==> src/common/sac_pkg.sv <==
// Purpose: Shared constants and types of the converter control block
// Assumes: APB byte addresses, 8-bit registers in the low data bits
// Notes: All offsets, the CTRL and CFG field positions and their reset values live here
package sac_pkg;

    // ==========================================================
    // Converter geometry
    localparam int RES_BITS = 10;
    localparam logic [1:0] TRACK_CLKS = 2'h3;
    localparam logic [3:0] MSB_IDX = 4'h9;

    // ==========================================================
    // Register byte offsets
    localparam logic [7:0] OFS_CTRL = 8'h00;
    localparam logic [7:0] OFS_CFG = 8'h04;
    localparam logic [7:0] OFS_RES_HI = 8'h08;
    localparam logic [7:0] OFS_RES_LO = 8'h0c;
    localparam logic [7:0] OFS_IRQ_STAT = 8'h10;
    localparam logic [7:0] OFS_IRQ_CLR = 8'h14;
    localparam logic [7:0] OFS_IRQ_EN = 8'h18;

    // ==========================================================
    // Control and configuration register fields
    localparam int CTRL_EN_BIT = 7;
    localparam int CTRL_TM_BIT = 6;
    localparam int CTRL_DONE_BIT = 5;
    localparam int CTRL_BUSY_BIT = 4;
    localparam int CTRL_SBY_BIT = 3;
    localparam int CTRL_SRC_LSB = 0;
    localparam int SRC_W = 3;
    localparam int CFG_DIV_LSB = 3;
    localparam int DIV_W = 5;

    // ==========================================================
    // Reset values
    localparam logic [7:0] CTRL_RST = 8'h00;
    localparam logic [DIV_W-1:0] DIV_RST = 5'h1f;
    localparam logic IRQ_EN_RST = 1'b0;

    // ==========================================================
    // Start source codes
    localparam logic [2:0] SRC_SW = 3'h0;
    localparam logic [2:0] SRC_T0 = 3'h1;
    localparam logic [2:0] SRC_T2 = 3'h2;
    localparam logic [2:0] SRC_T1 = 3'h3;
    localparam logic [2:0] SRC_EXT = 3'h4;
    localparam logic [2:0] SRC_T3 = 3'h5;
    localparam logic [2:0] SRC_T4 = 3'h6;
    localparam logic [2:0] SRC_T5 = 3'h7;

    // ==========================================================
    // Sequencer states
    typedef enum logic [1:0] {
        ST_IDLE,
        ST_TRACK,
        ST_CONV,
        ST_FINISH
    } sac_state_t;

endpackage

==> src/common/sac_sar_if.sv <==
// Purpose: Carrier between the control logic and the SAR sequencer
// Assumes: One clock domain
// Notes: Control side drives the requests, engine side the results
`timescale 1ns/1ps
interface sac_sar_if;
    logic enable;
    logic tick;
    logic start;
    logic lp_track;
    logic cmp;
    logic busy;
    logic tracking;
    logic done;
    logic [9:0] code;
    logic [9:0] result;

    modport ctrl (
        output enable, tick, start, lp_track, cmp,
        input busy, tracking, done, code, result
    );
    modport engine (
        input enable, tick, start, lp_track, cmp,
        output busy, tracking, done, code, result
    );
endinterface

==> src/core/sac_top.sv <==
// Purpose: Converter control with APB registers and start selection
// Assumes: Timer overflow and start inputs synchronous to core_clk
// Notes: APB answers after one wait state; unmapped gives pslverr
//
// The implementer's own choices: the APB register port and the register addresses.
`timescale 1ns/1ps
module sac_top
    import sac_pkg::*;
(
    input wire logic core_clk,
    input wire logic rst,
    input wire logic psel,
    input wire logic penable,
    input wire logic pwrite,
    input wire logic [7:0] paddr,
    input wire logic [31:0] pwdata,
    output logic [31:0] prdata,
    output logic pready,
    output logic pslverr,
    input wire logic tmr0_ovf,
    input wire logic tmr1_ovf,
    input wire logic [3:0] tmr_lo_ovf,
    input wire logic [3:0] tmr_hi_ovf,
    input wire logic [3:0] tmr_split,
    input wire logic ext_start_in,
    input wire logic low_power_state,
    input wire logic cmp_in,
    output logic [9:0] dac_code,
    output logic analog_pwr,
    output logic track_en,
    output logic irq
);
    sac_sar_if sar ();

    logic conv_enable_q;
    logic track_mode_select_q;
    logic sby_track_off_q;
    logic [2:0] start_source_select_q;
    logic [DIV_W-1:0] conv_clock_divider_q;
    logic stat_q;
    logic ien_q;
    logic irq_q;
    logic busy_prev_q;
    logic ext_prev_q;
    logic analog_pwr_q;
    logic track_q;
    logic pready_q;
    logic pslverr_q;
    logic [31:0] prdata_q;
    logic wr;
    logic sw_go;
    logic ext_rise;
    logic trig;
    logic set_done;
    logic clr_done;
    logic [7:0] rd_val;
    logic rd_ok;

    // ==========================================================
    // Helpers
    function automatic logic hit(input logic [7:0] a, input logic [7:0] o);
        return a == o;
    endfunction

    function automatic logic tmr_ovf(input logic lo, input logic hi,
                                     input logic split);
        return split ? lo : hi;
    endfunction

    // ==========================================================
    // APB handshake: one wait state, write lands on the pready edge
    assign wr = psel && penable && pwrite && pready_q;

    always_ff @(posedge core_clk) begin
        if (rst) begin
            pready_q <= 1'b0;
            pslverr_q <= 1'b0;
            prdata_q <= 32'h0000_0000;
        end else begin
            pready_q <= psel && penable && !pready_q;
            pslverr_q <= psel && penable && !pready_q && !rd_ok;
            if (psel && penable && !pready_q) begin
                prdata_q <= (rd_ok && !pwrite) ? {24'h00_0000, rd_val}
                                              : 32'h0000_0000;
            end
        end
    end

    // Read mux and address map
    always_comb begin
        rd_val = 8'h00;
        rd_ok = (paddr[1:0] == 2'h0);
        if (hit(paddr, OFS_CTRL)) begin
            rd_val[CTRL_EN_BIT] = conv_enable_q;
            rd_val[CTRL_TM_BIT] = track_mode_select_q;
            rd_val[CTRL_DONE_BIT] = stat_q;
            rd_val[CTRL_BUSY_BIT] = sar.busy;
            rd_val[CTRL_SBY_BIT] = sby_track_off_q;
            rd_val[CTRL_SRC_LSB +: SRC_W] = start_source_select_q;
        end else if (hit(paddr, OFS_CFG)) begin
            rd_val[CFG_DIV_LSB +: DIV_W] = conv_clock_divider_q;
        end else if (hit(paddr, OFS_RES_HI)) begin
            rd_val[1:0] = sar.result[9:8];
        end else if (hit(paddr, OFS_RES_LO)) begin
            rd_val = sar.result[7:0];
        end else if (hit(paddr, OFS_IRQ_STAT)) begin
            rd_val[0] = stat_q;
        end else if (hit(paddr, OFS_IRQ_EN)) begin
            rd_val[0] = ien_q;
        end else if (!hit(paddr, OFS_IRQ_CLR)) begin
            rd_ok = 1'b0;
        end
    end

    // ==========================================================
    // Control and configuration registers
    always_ff @(posedge core_clk) begin
        if (rst) begin
            conv_enable_q <= CTRL_RST[CTRL_EN_BIT];
            track_mode_select_q <= CTRL_RST[CTRL_TM_BIT];
            sby_track_off_q <= CTRL_RST[CTRL_SBY_BIT];
            start_source_select_q <= CTRL_RST[CTRL_SRC_LSB +: SRC_W];
            conv_clock_divider_q <= DIV_RST;
            ien_q <= IRQ_EN_RST;
        end else if (wr) begin
            if (hit(paddr, OFS_CTRL)) begin
                conv_enable_q <= pwdata[CTRL_EN_BIT];
                track_mode_select_q <= pwdata[CTRL_TM_BIT];
                sby_track_off_q <= pwdata[CTRL_SBY_BIT];
                start_source_select_q <= pwdata[CTRL_SRC_LSB +: SRC_W];
            end
            if (hit(paddr, OFS_CFG)) begin
                conv_clock_divider_q <= pwdata[CFG_DIV_LSB +: DIV_W];
            end
            if (hit(paddr, OFS_IRQ_EN)) begin
                ien_q <= pwdata[0];
            end
        end
    end

    // ==========================================================
    // Start source selection
    assign sw_go = wr && hit(paddr, OFS_CTRL) && pwdata[CTRL_BUSY_BIT]
                   && start_source_select_q == SRC_SW;
    assign ext_rise = ext_start_in && !ext_prev_q;

    always_comb begin
        trig = 1'b0;
        // Eight sources picked by the select field
        unique case (start_source_select_q)
            SRC_SW: trig = sw_go;
            SRC_T0: trig = tmr0_ovf;
            SRC_T2: trig = tmr_ovf(tmr_lo_ovf[0], tmr_hi_ovf[0], tmr_split[0]);
            SRC_T1: trig = tmr1_ovf;
            SRC_EXT: trig = ext_rise;
            SRC_T3: trig = tmr_ovf(tmr_lo_ovf[1], tmr_hi_ovf[1], tmr_split[1]);
            SRC_T4: trig = tmr_ovf(tmr_lo_ovf[2], tmr_hi_ovf[2], tmr_split[2]);
            SRC_T5: trig = tmr_ovf(tmr_lo_ovf[3], tmr_hi_ovf[3], tmr_split[3]);
        endcase
    end

    // Edge and level history
    always_ff @(posedge core_clk) begin
        if (rst) begin
            ext_prev_q <= 1'b0;
            busy_prev_q <= 1'b0;
        end else begin
            ext_prev_q <= ext_start_in;
            busy_prev_q <= sar.busy;
        end
    end

    // ==========================================================
    // Sequencer hookup
    assign sar.enable = conv_enable_q;
    assign sar.start = trig && conv_enable_q;
    // External start in low-power mode has tracked already
    assign sar.lp_track = track_mode_select_q
                          && start_source_select_q != SRC_EXT;
    assign sar.cmp = cmp_in;

    sac_clkdiv u_div (
        .core_clk(core_clk),
        .rst(rst),
        .run(conv_enable_q),
        .div(conv_clock_divider_q),
        .tick(sar.tick)
    );

    sac_sar_engine u_eng (
        .core_clk(core_clk),
        .rst(rst),
        .sar(sar)
    );

    // ==========================================================
    // Completion flag: set wins over a clear in the same cycle
    assign set_done = busy_prev_q && !sar.busy && conv_enable_q;
    assign clr_done = wr && hit(paddr, OFS_IRQ_CLR) && pwdata[0];

    always_ff @(posedge core_clk) begin
        if (rst) begin
            stat_q <= 1'b0;
            irq_q <= 1'b0;
        end else begin
            if (set_done) begin
                stat_q <= 1'b1;
            end else if (clr_done) begin
                stat_q <= 1'b0;
            end
            irq_q <= stat_q && ien_q;
        end
    end

    // ==========================================================
    // Analog side controls
    always_ff @(posedge core_clk) begin
        if (rst) begin
            analog_pwr_q <= 1'b0;
            track_q <= 1'b0;
        end else begin
            analog_pwr_q <= conv_enable_q;
            if (!conv_enable_q || sar.busy && !sar.tracking) begin
                track_q <= 1'b0;
            end else if (sby_track_off_q && low_power_state) begin
                track_q <= 1'b0;
            end else if (!track_mode_select_q) begin
                track_q <= 1'b1;
            end else if (start_source_select_q == SRC_EXT) begin
                track_q <= !ext_start_in;
            end else begin
                track_q <= sar.tracking;
            end
        end
    end

    assign prdata = prdata_q;
    assign pready = pready_q;
    assign pslverr = pslverr_q;
    assign dac_code = sar.code; // Live trial register, no lag at compare
    assign analog_pwr = analog_pwr_q;
    assign track_en = track_q;
    assign irq = irq_q;
endmodule

==> src/core/sac_clkdiv.sv <==
// Purpose: Conversion clock enable from the core clock
// Assumes: div selects a period of div+1 core cycles
// Notes: Counter held cleared while the converter is off
`timescale 1ns/1ps
module sac_clkdiv
    import sac_pkg::*;
(
    input wire logic core_clk,
    input wire logic rst,
    input wire logic run,
    input wire logic [sac_pkg::DIV_W-1:0] div,
    output logic tick
);
    logic [DIV_W-1:0] cnt_q;
    logic tick_q;

    // ==========================================================
    // Divider counter and one-cycle enable pulse
    always_ff @(posedge core_clk) begin
        if (rst || !run) begin
            cnt_q <= '0;
            tick_q <= 1'b0;
        end else if (cnt_q >= div) begin
            cnt_q <= '0;
            tick_q <= 1'b1;
        end else begin
            cnt_q <= cnt_q + 5'h01;
            tick_q <= 1'b0;
        end
    end

    assign tick = tick_q;
endmodule

==> src/core/sac_sar_engine.sv <==
// Purpose: Track, bit-by-bit approximation and finish sequencing
// Assumes: tick is the conversion clock enable
// Notes: Starts are taken only when idle
`timescale 1ns/1ps
module sac_sar_engine
    import sac_pkg::*;
(
    input wire logic core_clk,
    input wire logic rst,
    sac_sar_if.engine sar
);
    sac_state_t state_q;
    logic [1:0] trk_q;
    logic [3:0] bit_q;
    logic [9:0] code_q;
    logic [9:0] result_q;
    logic done_q;

    // ==========================================================
    // Sequencer
    always_ff @(posedge core_clk) begin
        if (rst || !sar.enable) begin
            state_q <= ST_IDLE;
            trk_q <= 2'h0;
            bit_q <= 4'h0;
            code_q <= 10'h000;
        end else begin
            unique case (state_q)
                ST_IDLE: begin
                    // Starts outside idle are dropped
                    if (sar.start) begin
                        trk_q <= 2'h0;
                        bit_q <= MSB_IDX;
                        code_q <= 10'h200;
                        // Low-power mode tracks first
                        state_q <= sar.lp_track ? ST_TRACK : ST_CONV;
                    end
                end
                ST_TRACK: begin
                    if (sar.tick) begin
                        if (trk_q == TRACK_CLKS - 2'h1) begin
                            state_q <= ST_CONV;
                        end else begin
                            trk_q <= trk_q + 2'h1;
                        end
                    end
                end
                ST_CONV: begin
                    // One result bit per tick, MSB first
                    if (sar.tick) begin
                        code_q[bit_q] <= sar.cmp;
                        if (bit_q == 4'h0) begin
                            state_q <= ST_FINISH;
                        end else begin
                            code_q[bit_q - 4'h1] <= 1'b1;
                            bit_q <= bit_q - 4'h1;
                        end
                    end
                end
                ST_FINISH: begin
                    // One tick of overhead
                    if (sar.tick) begin
                        state_q <= ST_IDLE;
                    end
                end
            endcase
        end
    end

    // ==========================================================
    // Result capture and completion pulse
    always_ff @(posedge core_clk) begin
        if (rst) begin
            result_q <= 10'h000;
            done_q <= 1'b0;
        end else begin
            done_q <= sar.enable && state_q == ST_FINISH && sar.tick;
            if (sar.enable && state_q == ST_FINISH && sar.tick) begin
                result_q <= code_q;
            end
        end
    end

    assign sar.busy = (state_q != ST_IDLE);
    assign sar.tracking = (state_q == ST_TRACK);
    assign sar.done = done_q;
    assign sar.code = code_q;
    assign sar.result = result_q;
endmodule

==> config.mk <==
export PLATFORM = sky130hd
export DESIGN_NAME = sac_top
export DESIGN_NICKNAME = d
export VERILOG_FILES = /design/src/common/sac_pkg.sv /design/src/common/sac_sar_if.sv /design/src/core/sac_top.sv /design/src/core/sac_clkdiv.sv /design/src/core/sac_sar_engine.sv
export SDC_FILE = /design/constraint.sdc
export NUM_CORES = 1
export LEC_CHECK = 0
export BUFFER_PORTS_ARGS = -buffer_cell sky130_fd_sc_hd__buf_4
export CAP_MARGIN = 0
export CORE_AREA = 4 4 93 95
export DETAILED_ROUTE_END_ITERATION = 12
export DIE_AREA = 0 0 97 99
export PLACE_DENSITY = 0.73
export SYNTH_ARGS = -nofsm -noshare
export SYNTH_HDL_FRONTEND = slang
export SYNTH_SLANG_ARGS = --single-unit
==> constraint.sdc <==
create_clock -name core_clk -period 3.8 [get_ports core_clk]
set_clock_uncertainty 0.15 [all_clocks]
set_input_delay 1.14 -clock core_clk [delete_from_list [all_inputs] [get_ports core_clk]]
set_output_delay 1.14 -clock core_clk [all_outputs]
set_load 0.05 [all_outputs]
==> results.rst, run 1 <==
.. list-table::
   :header-rows: 1

   * - Metric
     - Value
   * - Share of the yosys chip area belonging to registers
     - 35.80%
   * - Number of different library cells in the post-synthesis netlist
     - 57
   * - Cell depth of the worst flop-to-flop path
     - 8
   * - Max Freq
     - 339.2 MHz
   * - Global-route wire length before repair
     - 14040 um
   * - Library cell with the largest summed area after synthesis
     - sky130_fd_sc_hd__dfxtp_1
   * - Setup repair after global routing missed its margin
     - false
   * - Critical setup path kind
     - input port to flop
   * - Share of layout cells above drive strength 1
     - 19.67%
   * - Most frequent cells after synthesis
     - sky130_fd_sc_hd__dfxtp_1 (62), sky130_fd_sc_hd__nand2_1 (54), sky130_fd_sc_hd__nor2_1 (45), sky130_fd_sc_hd__a21oi_1 (35), sky130_fd_sc_hd__buf_4 (26)
   * - Number of placed cells counting well taps
     - 564
   * - Global-route congestion overflow total
     - 0
   * - # IOs
     - 109
   * - Worst slew slack as a fraction of its limit
     - 46.40%
   * - Hold WS
     - 0.3033 ns
   * - Ant. Diodes
     - 0
   * - Clock-pin slew on the worst setup and hold paths
     - 0.07 ns
   * - End point of the most critical hold path
     - prdata[7]
   * - Resize count post-CTS
     - 0
   * - Number of standard cells after synthesis
     - 423
   * - Dominant cells by area after synthesis
     - sky130_fd_sc_hd__dfxtp_1 (36%), sky130_fd_sc_hd__nand2_1 (5.8%), sky130_fd_sc_hd__ha_1 (5.8%), sky130_fd_sc_hd__buf_4 (5.6%), sky130_fd_sc_hd__a21oi_1 (5.1%)
   * - Cell-by-cell trace of the critical path
     - buf_4, or3_1, nor4_4, a31oi_4, a211o_2, o41ai_1, a21oi_1
   * - Routed wire per std cell
     - 14.16 um
   * - Highest cell delay on the worst timing path
     - 0.44 ns
   * - Area share of the leading cell type in the synthesized netlist
     - 35.80%
   * - IO buf count
     - 60
   * - Terminus of the critical flop-to-flop path
     - u_eng.state_q[1]
   * - Leakage
     - 0.001696 uW
   * - Remaining design rule violation count
     - 0
   * - Critical path startpoint
     - paddr[5]
   * - Hold Crit Class
     - flop to flop
   * - Peak supply drop
     - 0.0002263 V
   * - Final HPWL from detailed placement
     - 6163 um
   * - Number of clock sinks
     - 62
   * - Run status
     - completed
   * - Hold Fails Final Rpt
     - 0
   * - Weighted congestion reported at the end of routability-driven placement
     - 0.8642
   * - Critical path fanouts, max
     - 15
   * - Post-detailed-routing wire length
     - 8212 um
   * - Net count of the finished layout
     - 551
   * - Pwr Density
     - 322.3 nW/um2
   * - Synth-to-Final Area Change
     - 16.67%
   * - Worst reg-to-reg setup slack
     - 1.05 ns
   * - Post-synth ARST share
     - 0%
   * - Number of setup buffers added after CTS
     - 0
   * - Final-layout setup total negative slack
     - 0 ns
   * - Req. time, crit path
     - 3.87 ns
   * - Critical register-to-register path startpoint
     - u_eng.bit_q[0]
   * - Post-detailed-route via-to-cell ratio
     - 5.297
   * - Startpoint Class
     - input port
   * - Floorplan Core Area
     - 7727 um2
   * - Height of the chip
     - 99 um
   * - Root Buffer
     - sky130_fd_sc_hd__clkbuf_8
   * - Hold depth
     - 2
   * - Top-count cell post-synth
     - sky130_fd_sc_hd__dfxtp_1
   * - Critical Path AT
     - 3.01 ns
   * - Starting utilization of the core area
     - 44.87%
   * - Vias
     - 3072
   * - Maximum number of pins on one net before global-route repair
     - 33
   * - Max-slew violation total from the final report
     - 0
   * - CTS buffer count
     - 9
   * - Avg Cell Area, Syn
     - 8.196 um2
   * - Final setup viols
     - 0
   * - Global-route usage over all layers
     - 17.52%
   * - Max Cap Violations
     - 0
   * - Vias in the first global route
     - 3006
   * - Row Count
     - 32
   * - Netlist area before placement
     - 3467 um2
   * - Drt first-iter violations
     - 150
   * - Hold_buf cts
     - 0
   * - Number of iterations in the first detailed-routing pass
     - 4
   * - Endpoint class of the critical path
     - flop
   * - Total number of yosys warnings
     - 0
   * - Max Root-Sink Buffers
     - 2
   * - Number of storage elements in the synthesis netlist
     - 62
   * - Number of standard cells in the layout, taps in and fillers out
     - 580
   * - Antenna violations before repair
     - 0
   * - Post-route clock period utilization
     - 77.59%
   * - H-tree levels
     - 3
   * - Predominant post-synthesis flop cell
     - sky130_fd_sc_hd__dfxtp_1
   * - Post-route ant nets
     - 0
   * - Slew at the pin closest to its max-slew limit
     - 0.7966 ns
   * - Tmin final
     - 2.949 ns
   * - Launch instance of the worst min-delay path
     - prdata[7]
   * - DIE WIDTH
     - 97 um
   * - Floorplan die area
     - 9603 um2
   * - Post-synth EDFFs
     - 0
   * - Clock tree from TritonCTS
     - yes
   * - Insertion delay to the later sink of the worst-skew pair
     - 0.34 ns
   * - CP max stage cell
     - sky130_fd_sc_hd__or3_1
kinds of logic after synthesis:
logic type               after synthesis  synth area share [%]
AO/OA/AOI/OAI                         98                 19.99
XOR/XNOR                               4                 1.011
adder cells (fa/ha/maj)               16                 5.774
buffers and inverters                 69                 11.08
flip-flops                            62                 35.80
multiplexers                          16                 4.655
other                                  1                0.1082
AND/OR/NAND/NOR                      157                 21.58
layer usage:
layer,up-vias,share of wire [%],track usage [%]
met1,1411,45,22.70
met4,0,1.9,5.724
met5,-,0,0
met2,106,46,28.08
met3,16,6.9,5.166
li1,1539,-,-
through the flow:
stage	setup slack, ns	instance area (um2)	total power, uW	util [%]
3_3_place_gp	0.5340	3860	782.9	49.95
5_1_grt	0.7315	4045	1352	52.35
6_report	0.8515	4045	1304	52.35
3_5_place_dp	0.5282	3860	784.3	49.95
4_1_cts	0.8746	4045	1317	52.35
2_1_floorplan	0.4776	3553	765.3	-
power by group:
part	internal, uW	leakage [uW]	total [uW]	switching, uW
Combinational	33.9	0.00110	119	85.0
Clock	271	0.0000913	534	263
Sequential	651	0.000500	651	0.499
worst max-delay path by stage:
stage	end	slack, ns	cells after the start
after floorplan	u_eng.state_q[1]	0.48	7
after global placement	u_eng.bit_q[3]	0.53	7
after detailed placement	u_eng.bit_q[3]	0.53	7
after CTS	u_eng.bit_q[3]	0.87	7
after global routing	u_eng.bit_q[3]	0.73	7
final	u_eng.bit_q[3]	0.85	7
worst max-delay path, delay by kind of cell:
| kind | cells | cell delay (ns) |
|---|---|---|
| simple gates | 2 | 0.81 |
| compound gates | 4 | 0.96 |
| buf+inv | 1 | 0.10 |
state kept, by name (all words and copies together) (netlist names), 3 cells and up:
signal	flops
conv_clock_divider_q	5
prdata	8
start_source_select_q	3
u_div.cnt_q	5
u_eng.bit_q	4
u_eng.sar.code	10
u_eng.sar.result	10
placed cells by master (no fill, tap or decap), types with 2 or more instances in the layout:
cell                          n
sky130_fd_sc_hd__or2_2        2
sky130_fd_sc_hd__nand4_1      2
sky130_fd_sc_hd__xnor2_1      2
sky130_fd_sc_hd__nand2_1     54
sky130_fd_sc_hd__clkinv_2     2
sky130_fd_sc_hd__a21o_1       3
sky130_fd_sc_hd__clkbuf_8    11
sky130_fd_sc_hd__o31ai_1      3
sky130_fd_sc_hd__o221ai_1     6
sky130_fd_sc_hd__or3_1        3
sky130_fd_sc_hd__nor3_1       6
sky130_fd_sc_hd__o32ai_1      2
sky130_fd_sc_hd__o21ai_0      8
sky130_fd_sc_hd__o211ai_1     6
sky130_fd_sc_hd__mux2i_1     15
sky130_fd_sc_hd__nand3b_1     3
sky130_fd_sc_hd__a22o_1       2
sky130_fd_sc_hd__xor2_1       2
sky130_fd_sc_hd__inv_1       20
sky130_fd_sc_hd__a221o_1      5
sky130_fd_sc_hd__ha_1        16
sky130_fd_sc_hd__nor2_1      45
sky130_fd_sc_hd__a22oi_1      9
sky130_fd_sc_hd__a31oi_1      2
sky130_fd_sc_hd__clkinvlp_4   2
sky130_fd_sc_hd__conb_1      24
sky130_fd_sc_hd__a21oi_1     35
sky130_fd_sc_hd__and3_1      14
sky130_fd_sc_hd__nor4_1       2
sky130_fd_sc_hd__a211o_1      2
sky130_fd_sc_hd__nor2b_1      6
sky130_fd_sc_hd__dfxtp_1     62
sky130_fd_sc_hd__nand3_1     11
sky130_fd_sc_hd__buf_4       65
sky130_fd_sc_hd__a221oi_1     2
sky130_fd_sc_hd__a32oi_1      3
final cells by class:
class | instances | area (um2)
flip-flops and latches | 62 | 1241
repair buffers | 65 | 488.0
clock inverters | 5 | 33.78
fillers | 732 | 3682
clock buffers | 11 | 151.4
well taps | 102 | 127.6
inverters | 20 | 75.07
multi-input cells | 315 | 1928
No activity file was read; power rests on OpenSTA's default activity.
==> run 2, diff against run 1 <==
- ABC_AREA: default -> 1
- CORE_AREA: 4 4 93 95 -> 4 4 94 96
- DIE_AREA: 0 0 97 99 -> 0 0 98 100
- PLACE_DENSITY: 0.73 -> 0.75
- clock period: 3.8 -> 2.6 ns (I/O delays scaled with it)
==> results.rst, run 2 <==
.. list-table::
   :header-rows: 1

   * - Metric
     - Value
   * - Run status
     - completed (unchanged)
   * - Hold Crit Class
     - flop to flop (unchanged)
   * - Predominant post-synthesis flop cell
     - sky130_fd_sc_hd__dfxtp_1 (unchanged)
   * - Setup repair after global routing missed its margin
     - false (unchanged)
   * - Floorplan die area
     - 9800 um2 (was 9603 um2)
   * - Top-count cell post-synth
     - sky130_fd_sc_hd__nand2_1 (was sky130_fd_sc_hd__dfxtp_1)
   * - Clock tree from TritonCTS
     - yes (unchanged)
   * - Net count of the finished layout
     - 654 (was 551)
   * - Global-route usage over all layers
     - 17.25% (was 17.52%)
   * - Switching part of the total
     - 25.96% (was 26.72%)
   * - Max-slew violation total from the final report
     - 0 (unchanged)
   * - Most frequent cells after synthesis
     - sky130_fd_sc_hd__nand2_1 (114), sky130_fd_sc_hd__dfxtp_1 (62), sky130_fd_sc_hd__inv_1 (57), sky130_fd_sc_hd__a21oi_1 (47), sky130_fd_sc_hd__nor2_1 (45) (was sky130_fd_sc_hd__dfxtp_1 (62), sky130_fd_sc_hd__nand2_1 (54), sky130_fd_sc_hd__nor2_1 (45), sky130_fd_sc_hd__a21oi_1 (35), sky130_fd_sc_hd__buf_4 (26))
   * - Maximum number of pins on one net before global-route repair
     - 23 (was 33)
   * - Post-route ant nets
     - 0 (unchanged)
   * - Number of standard cells after synthesis
     - 511 (was 423)
   * - Root Buffer
     - sky130_fd_sc_hd__clkbuf_8 (unchanged)
   * - Hold_buf cts
     - 0 (unchanged)
   * - Slew at the pin closest to its max-slew limit
     - 0.5792 ns (was 0.7966 ns)
   * - Worst slew slack as a fraction of its limit
     - 61.28% (was 46.40%)
   * - Number of setup buffers added after CTS
     - 0 (unchanged)
   * - Net Sw Power
     - 476.4 uW (was 348.5 uW)
   * - Final HPWL from detailed placement
     - 6553 um (was 6163 um)
   * - Number of clock sinks
     - 62 (unchanged)
   * - Highest-count cells in the layout ignoring fill and taps
     - sky130_fd_sc_hd__nand2_1 (114), sky130_fd_sc_hd__buf_4 (67), sky130_fd_sc_hd__dfxtp_1 (62) (was sky130_fd_sc_hd__buf_4 (65), sky130_fd_sc_hd__dfxtp_1 (62), sky130_fd_sc_hd__nand2_1 (54))
   * - Post-detailed-routing wire length
     - 8445 um (was 8212 um)
   * - Global-route wire length before repair
     - 13810 um (was 14040 um)
   * - Remaining design rule violation count
     - 0 (unchanged)
   * - Sequential Power Share
     - 51.9% (was 50.0%)
   * - Logic gate share of total power
     - 9.4% (was 9.1%)
   * - Critical register-to-register path startpoint
     - u_eng.bit_q[0] (unchanged)
   * - Area share of the leading cell type in the synthesized netlist
     - 35.50% (was 35.80%)
   * - Antenna violations before repair
     - 0 (unchanged)
   * - Post-synth ARST share
     - 0% (unchanged)
   * - # IOs
     - 109 (unchanged)
   * - CTS buffer count
     - 9 (unchanged)
   * - Post-detailed-route via-to-cell ratio
     - 4.921 (was 5.297)
   * - Pwr Density
     - 444.4 nW/um2 (was 322.3 nW/um2)
   * - Setup slack after placement
     - 0.1608 ns (was 0.5282 ns)
   * - Floorplan Core Area
     - 8051 um2 (was 7727 um2)
   * - Req. time, crit path
     - 2.73 ns (was 3.87 ns)
   * - Terminus of the critical flop-to-flop path
     - u_eng.state_q[0] (was u_eng.state_q[1])
   * - Synth-to-Final Area Change
     - 18.15% (was 16.67%)
   * - Cell depth of the worst flop-to-flop path
     - 9 (was 8)
   * - Share of the yosys chip area belonging to registers
     - 35.50% (was 35.80%)
   * - Hold depth
     - 2 (unchanged)
   * - Hold Fails Final Rpt
     - 0 (unchanged)
   * - Share of layout cells above drive strength 1
     - 17.62% (was 19.67%)
   * - Number of different library cells in the post-synthesis netlist
     - 37 (was 57)
   * - Routed wire per std cell
     - 12.35 um (was 14.16 um)
   * - Height of the chip
     - 100 um (was 99 um)
   * - Drt first-iter violations
     - 143 (was 150)
   * - H-tree levels
     - 3 (unchanged)
   * - Leakage
     - 0.001734 uW (was 0.001696 uW)
   * - Most common cell after layout, fill and taps aside
     - sky130_fd_sc_hd__nand2_1 (was sky130_fd_sc_hd__buf_4)
   * - Tmin final
     - 2.094 ns
   * - Clock-pin slew on the worst setup and hold paths
     - 0.07 ns (about the same)
   * - Weighted congestion reported at the end of routability-driven placement
     - 0.9032 (was 0.8642)
   * - Dominant cells by area after synthesis
     - sky130_fd_sc_hd__dfxtp_1 (36%), sky130_fd_sc_hd__nand2_1 (12%), sky130_fd_sc_hd__a21oi_1 (6.7%), sky130_fd_sc_hd__inv_1 (6.1%), sky130_fd_sc_hd__ha_1 (5.7%) (was sky130_fd_sc_hd__dfxtp_1 (36%), sky130_fd_sc_hd__nand2_1 (5.8%), sky130_fd_sc_hd__ha_1 (5.8%), sky130_fd_sc_hd__buf_4 (5.6%), sky130_fd_sc_hd__a21oi_1 (5.1%))
   * - IO buf count
     - 60 (unchanged)
   * - Final Total Pwr
     - 1835 uW (was 1304 uW)
   * - Insertion delay to the later sink of the worst-skew pair
     - 0.35 ns (was 0.34 ns)
   * - Starting utilization of the core area
     - 43.42% (was 44.87%)
   * - Critical Path AT
     - 2.23 ns (was 3.01 ns)
   * - Max Freq
     - 477.6 MHz
   * - Post-route clock period utilization
     - 80.54%
   * - Max Cap Violations
     - 0 (unchanged)
   * - Min setup slack post-route
     - 0.5060 ns (was 0.8515 ns)
   * - Area of the multi-input gates
     - 1837 um2 (was 1928 um2)
   * - Netlist area before placement
     - 3496 um2 (was 3467 um2)
   * - Number of iterations in the first detailed-routing pass
     - 5 (was 4)
   * - Max Root-Sink Buffers
     - 2 (unchanged)
   * - Resize count post-CTS
     - 0 (unchanged)
   * - Startpoint Class
     - input port (unchanged)
   * - Total internal power
     - 1359 uW (was 955.4 uW)
   * - Critical path fanouts, max
     - 8 (was 15)
   * - Combined flip-flop and latch cell area
     - 1241 um2 (unchanged)
   * - End point of the most critical hold path
     - irq (was prdata[7])
   * - Worst reg-to-reg setup slack
     - 0.59 ns (was 1.05 ns)
   * - Avg Cell Area, Syn
     - 6.841 um2 (was 8.196 um2)
   * - Final setup viols
     - 0 (unchanged)
   * - Total number of yosys warnings
     - 0 (unchanged)
   * - Critical setup path kind
     - input port to flop (unchanged)
   * - Endpoint class of the critical path
     - flop (unchanged)
   * - Post-synth EDFFs
     - 0 (unchanged)
   * - DIE WIDTH
     - 98 um (was 97 um)
   * - Part of the power in the clock network
     - 38.7% (was 40.9%)
   * - Row Count
     - 33 (was 32)
   * - Peak supply drop
     - 0.0001806 V (was 0.0002263 V)
   * - Launch instance of the worst min-delay path
     - ien_q (was prdata[7])
   * - Vias in the first global route
     - 3145 (was 3006)
   * - Final-layout setup total negative slack
     - 0 ns (unchanged)
   * - Ant. Diodes
     - 0 (unchanged)
   * - Global-route congestion overflow total
     - 0 (unchanged)
   * - Fill cell count
     - 798 (was 732)
   * - Library cell with the largest summed area after synthesis
     - sky130_fd_sc_hd__dfxtp_1 (unchanged)
   * - Number of storage elements in the synthesis netlist
     - 62 (unchanged)
   * - Vias
     - 3366 (was 3072)
==> run 2: cell count changes after synthesis, sizes merged, moves of 10 or more <==
cell	before	now
o21ai	8	39
nand3	11	27
nand2	54	118
nand4	2	13
mux2i	15	0
clkbuf	19	9
a21oi	36	49
inv	20	67
and3	14	1
==> run 2: power by group through the flow <==
| stage | Clock [uW] | Combinational (uW) | Sequential [uW] |
|---|---|---|---|
| after global routing | 746 | 184 | 953 |
| after floorplan | 0 | 135 | 978 |
| after detailed placement | 0 | 171 | 974 |
| after global placement | 0 | 169 | 974 |
| after CTS | 719 | 172 | 953 |
| final | 710 | 172 | 953 |
==> run 2: cells by family (layout without fill, tap and decap cells) <==
kind of cell / count (synthesis) / after routing / share of synthesized area, %
and+or+nand+nor: 218 / 218 / 27.13
DFF: 62 / 62 / 35.50
AOI/OAI and AO/OA: 107 / 107 / 16.86
adders and majority gates: 16 / 16 / 5.726
xor gates and xnor gates: 1 / 1 / 0.2506
buffers and inverters: 106 / 151 / 14.42
other: 1 / 24 / 0.1073
==> run 2: worst max path at each step <==
stage               depth (start not counted)  slack [ns]  startpoint                 to
floorplan                                  11        0.42    paddr[4]  u_eng.sar.code[9]
global placement                           11        0.22    paddr[4]  u_eng.sar.code[9]
detailed placement                         10        0.16    paddr[0]          prdata[4]
CTS                                        10        0.54    paddr[0]          prdata[4]
global route                               10        0.32    paddr[1]          prdata[7]
finish                                     10        0.51    paddr[0]          prdata[4]
==> run 2: through the flow <==
| stage | utilization [%] | std cells | hold WS [ns] | area [um2] |
|---|---|---|---|---|
| 2_1_floorplan | - | 534 | 0.2670 | 3582 |
| 3_3_place_gp | 49.37 | 670 | 0.2770 | 3975 |
| 3_5_place_dp | 49.37 | 670 | 0.2875 | 3975 |
| 4_1_cts | 51.30 | 684 | 0.2995 | 4130 |
| 5_1_grt | 51.30 | 684 | 0.3245 | 4130 |
| 6_report | 51.30 | 684 | 0.3009 | 4130 |
==> run 2: critical path, stage by stage <==
cell	delay, ns
sky130_fd_sc_hd__buf_4	0.11
sky130_fd_sc_hd__inv_1	0.04
sky130_fd_sc_hd__nand2_1	0.07
sky130_fd_sc_hd__nor3_1	0.22
sky130_fd_sc_hd__nand2_1	0.21
sky130_fd_sc_hd__inv_2	0.11
sky130_fd_sc_hd__nor3_1	0.07
sky130_fd_sc_hd__a21oi_2	0.32
sky130_fd_sc_hd__o21ai_1	0.15
sky130_fd_sc_hd__a21oi_1	0.15
==> run 2: routing by layer <==
layer | part of all wire [%] | vias to the layer above | track usage, %
li1 | - | 1742 | -
met2 | 47 | 96 | 29.90
met3 | 6.7 | 15 | 3.892
met5 | 0 | - | 0
met4 | 1.9 | 0 | 7.987
met1 | 44 | 1513 | 20.33
==> run 2: layout make-up <==
cell class              count  share of cell area, %
multi-input cells         366                  44.47
flip-flops and latches     62                  30.05
repair buffers             67                  12.18
inverters                  70                  6.362
clock buffers              12                  3.514
well taps                 105                  3.181
clock inverters             2                 0.2424
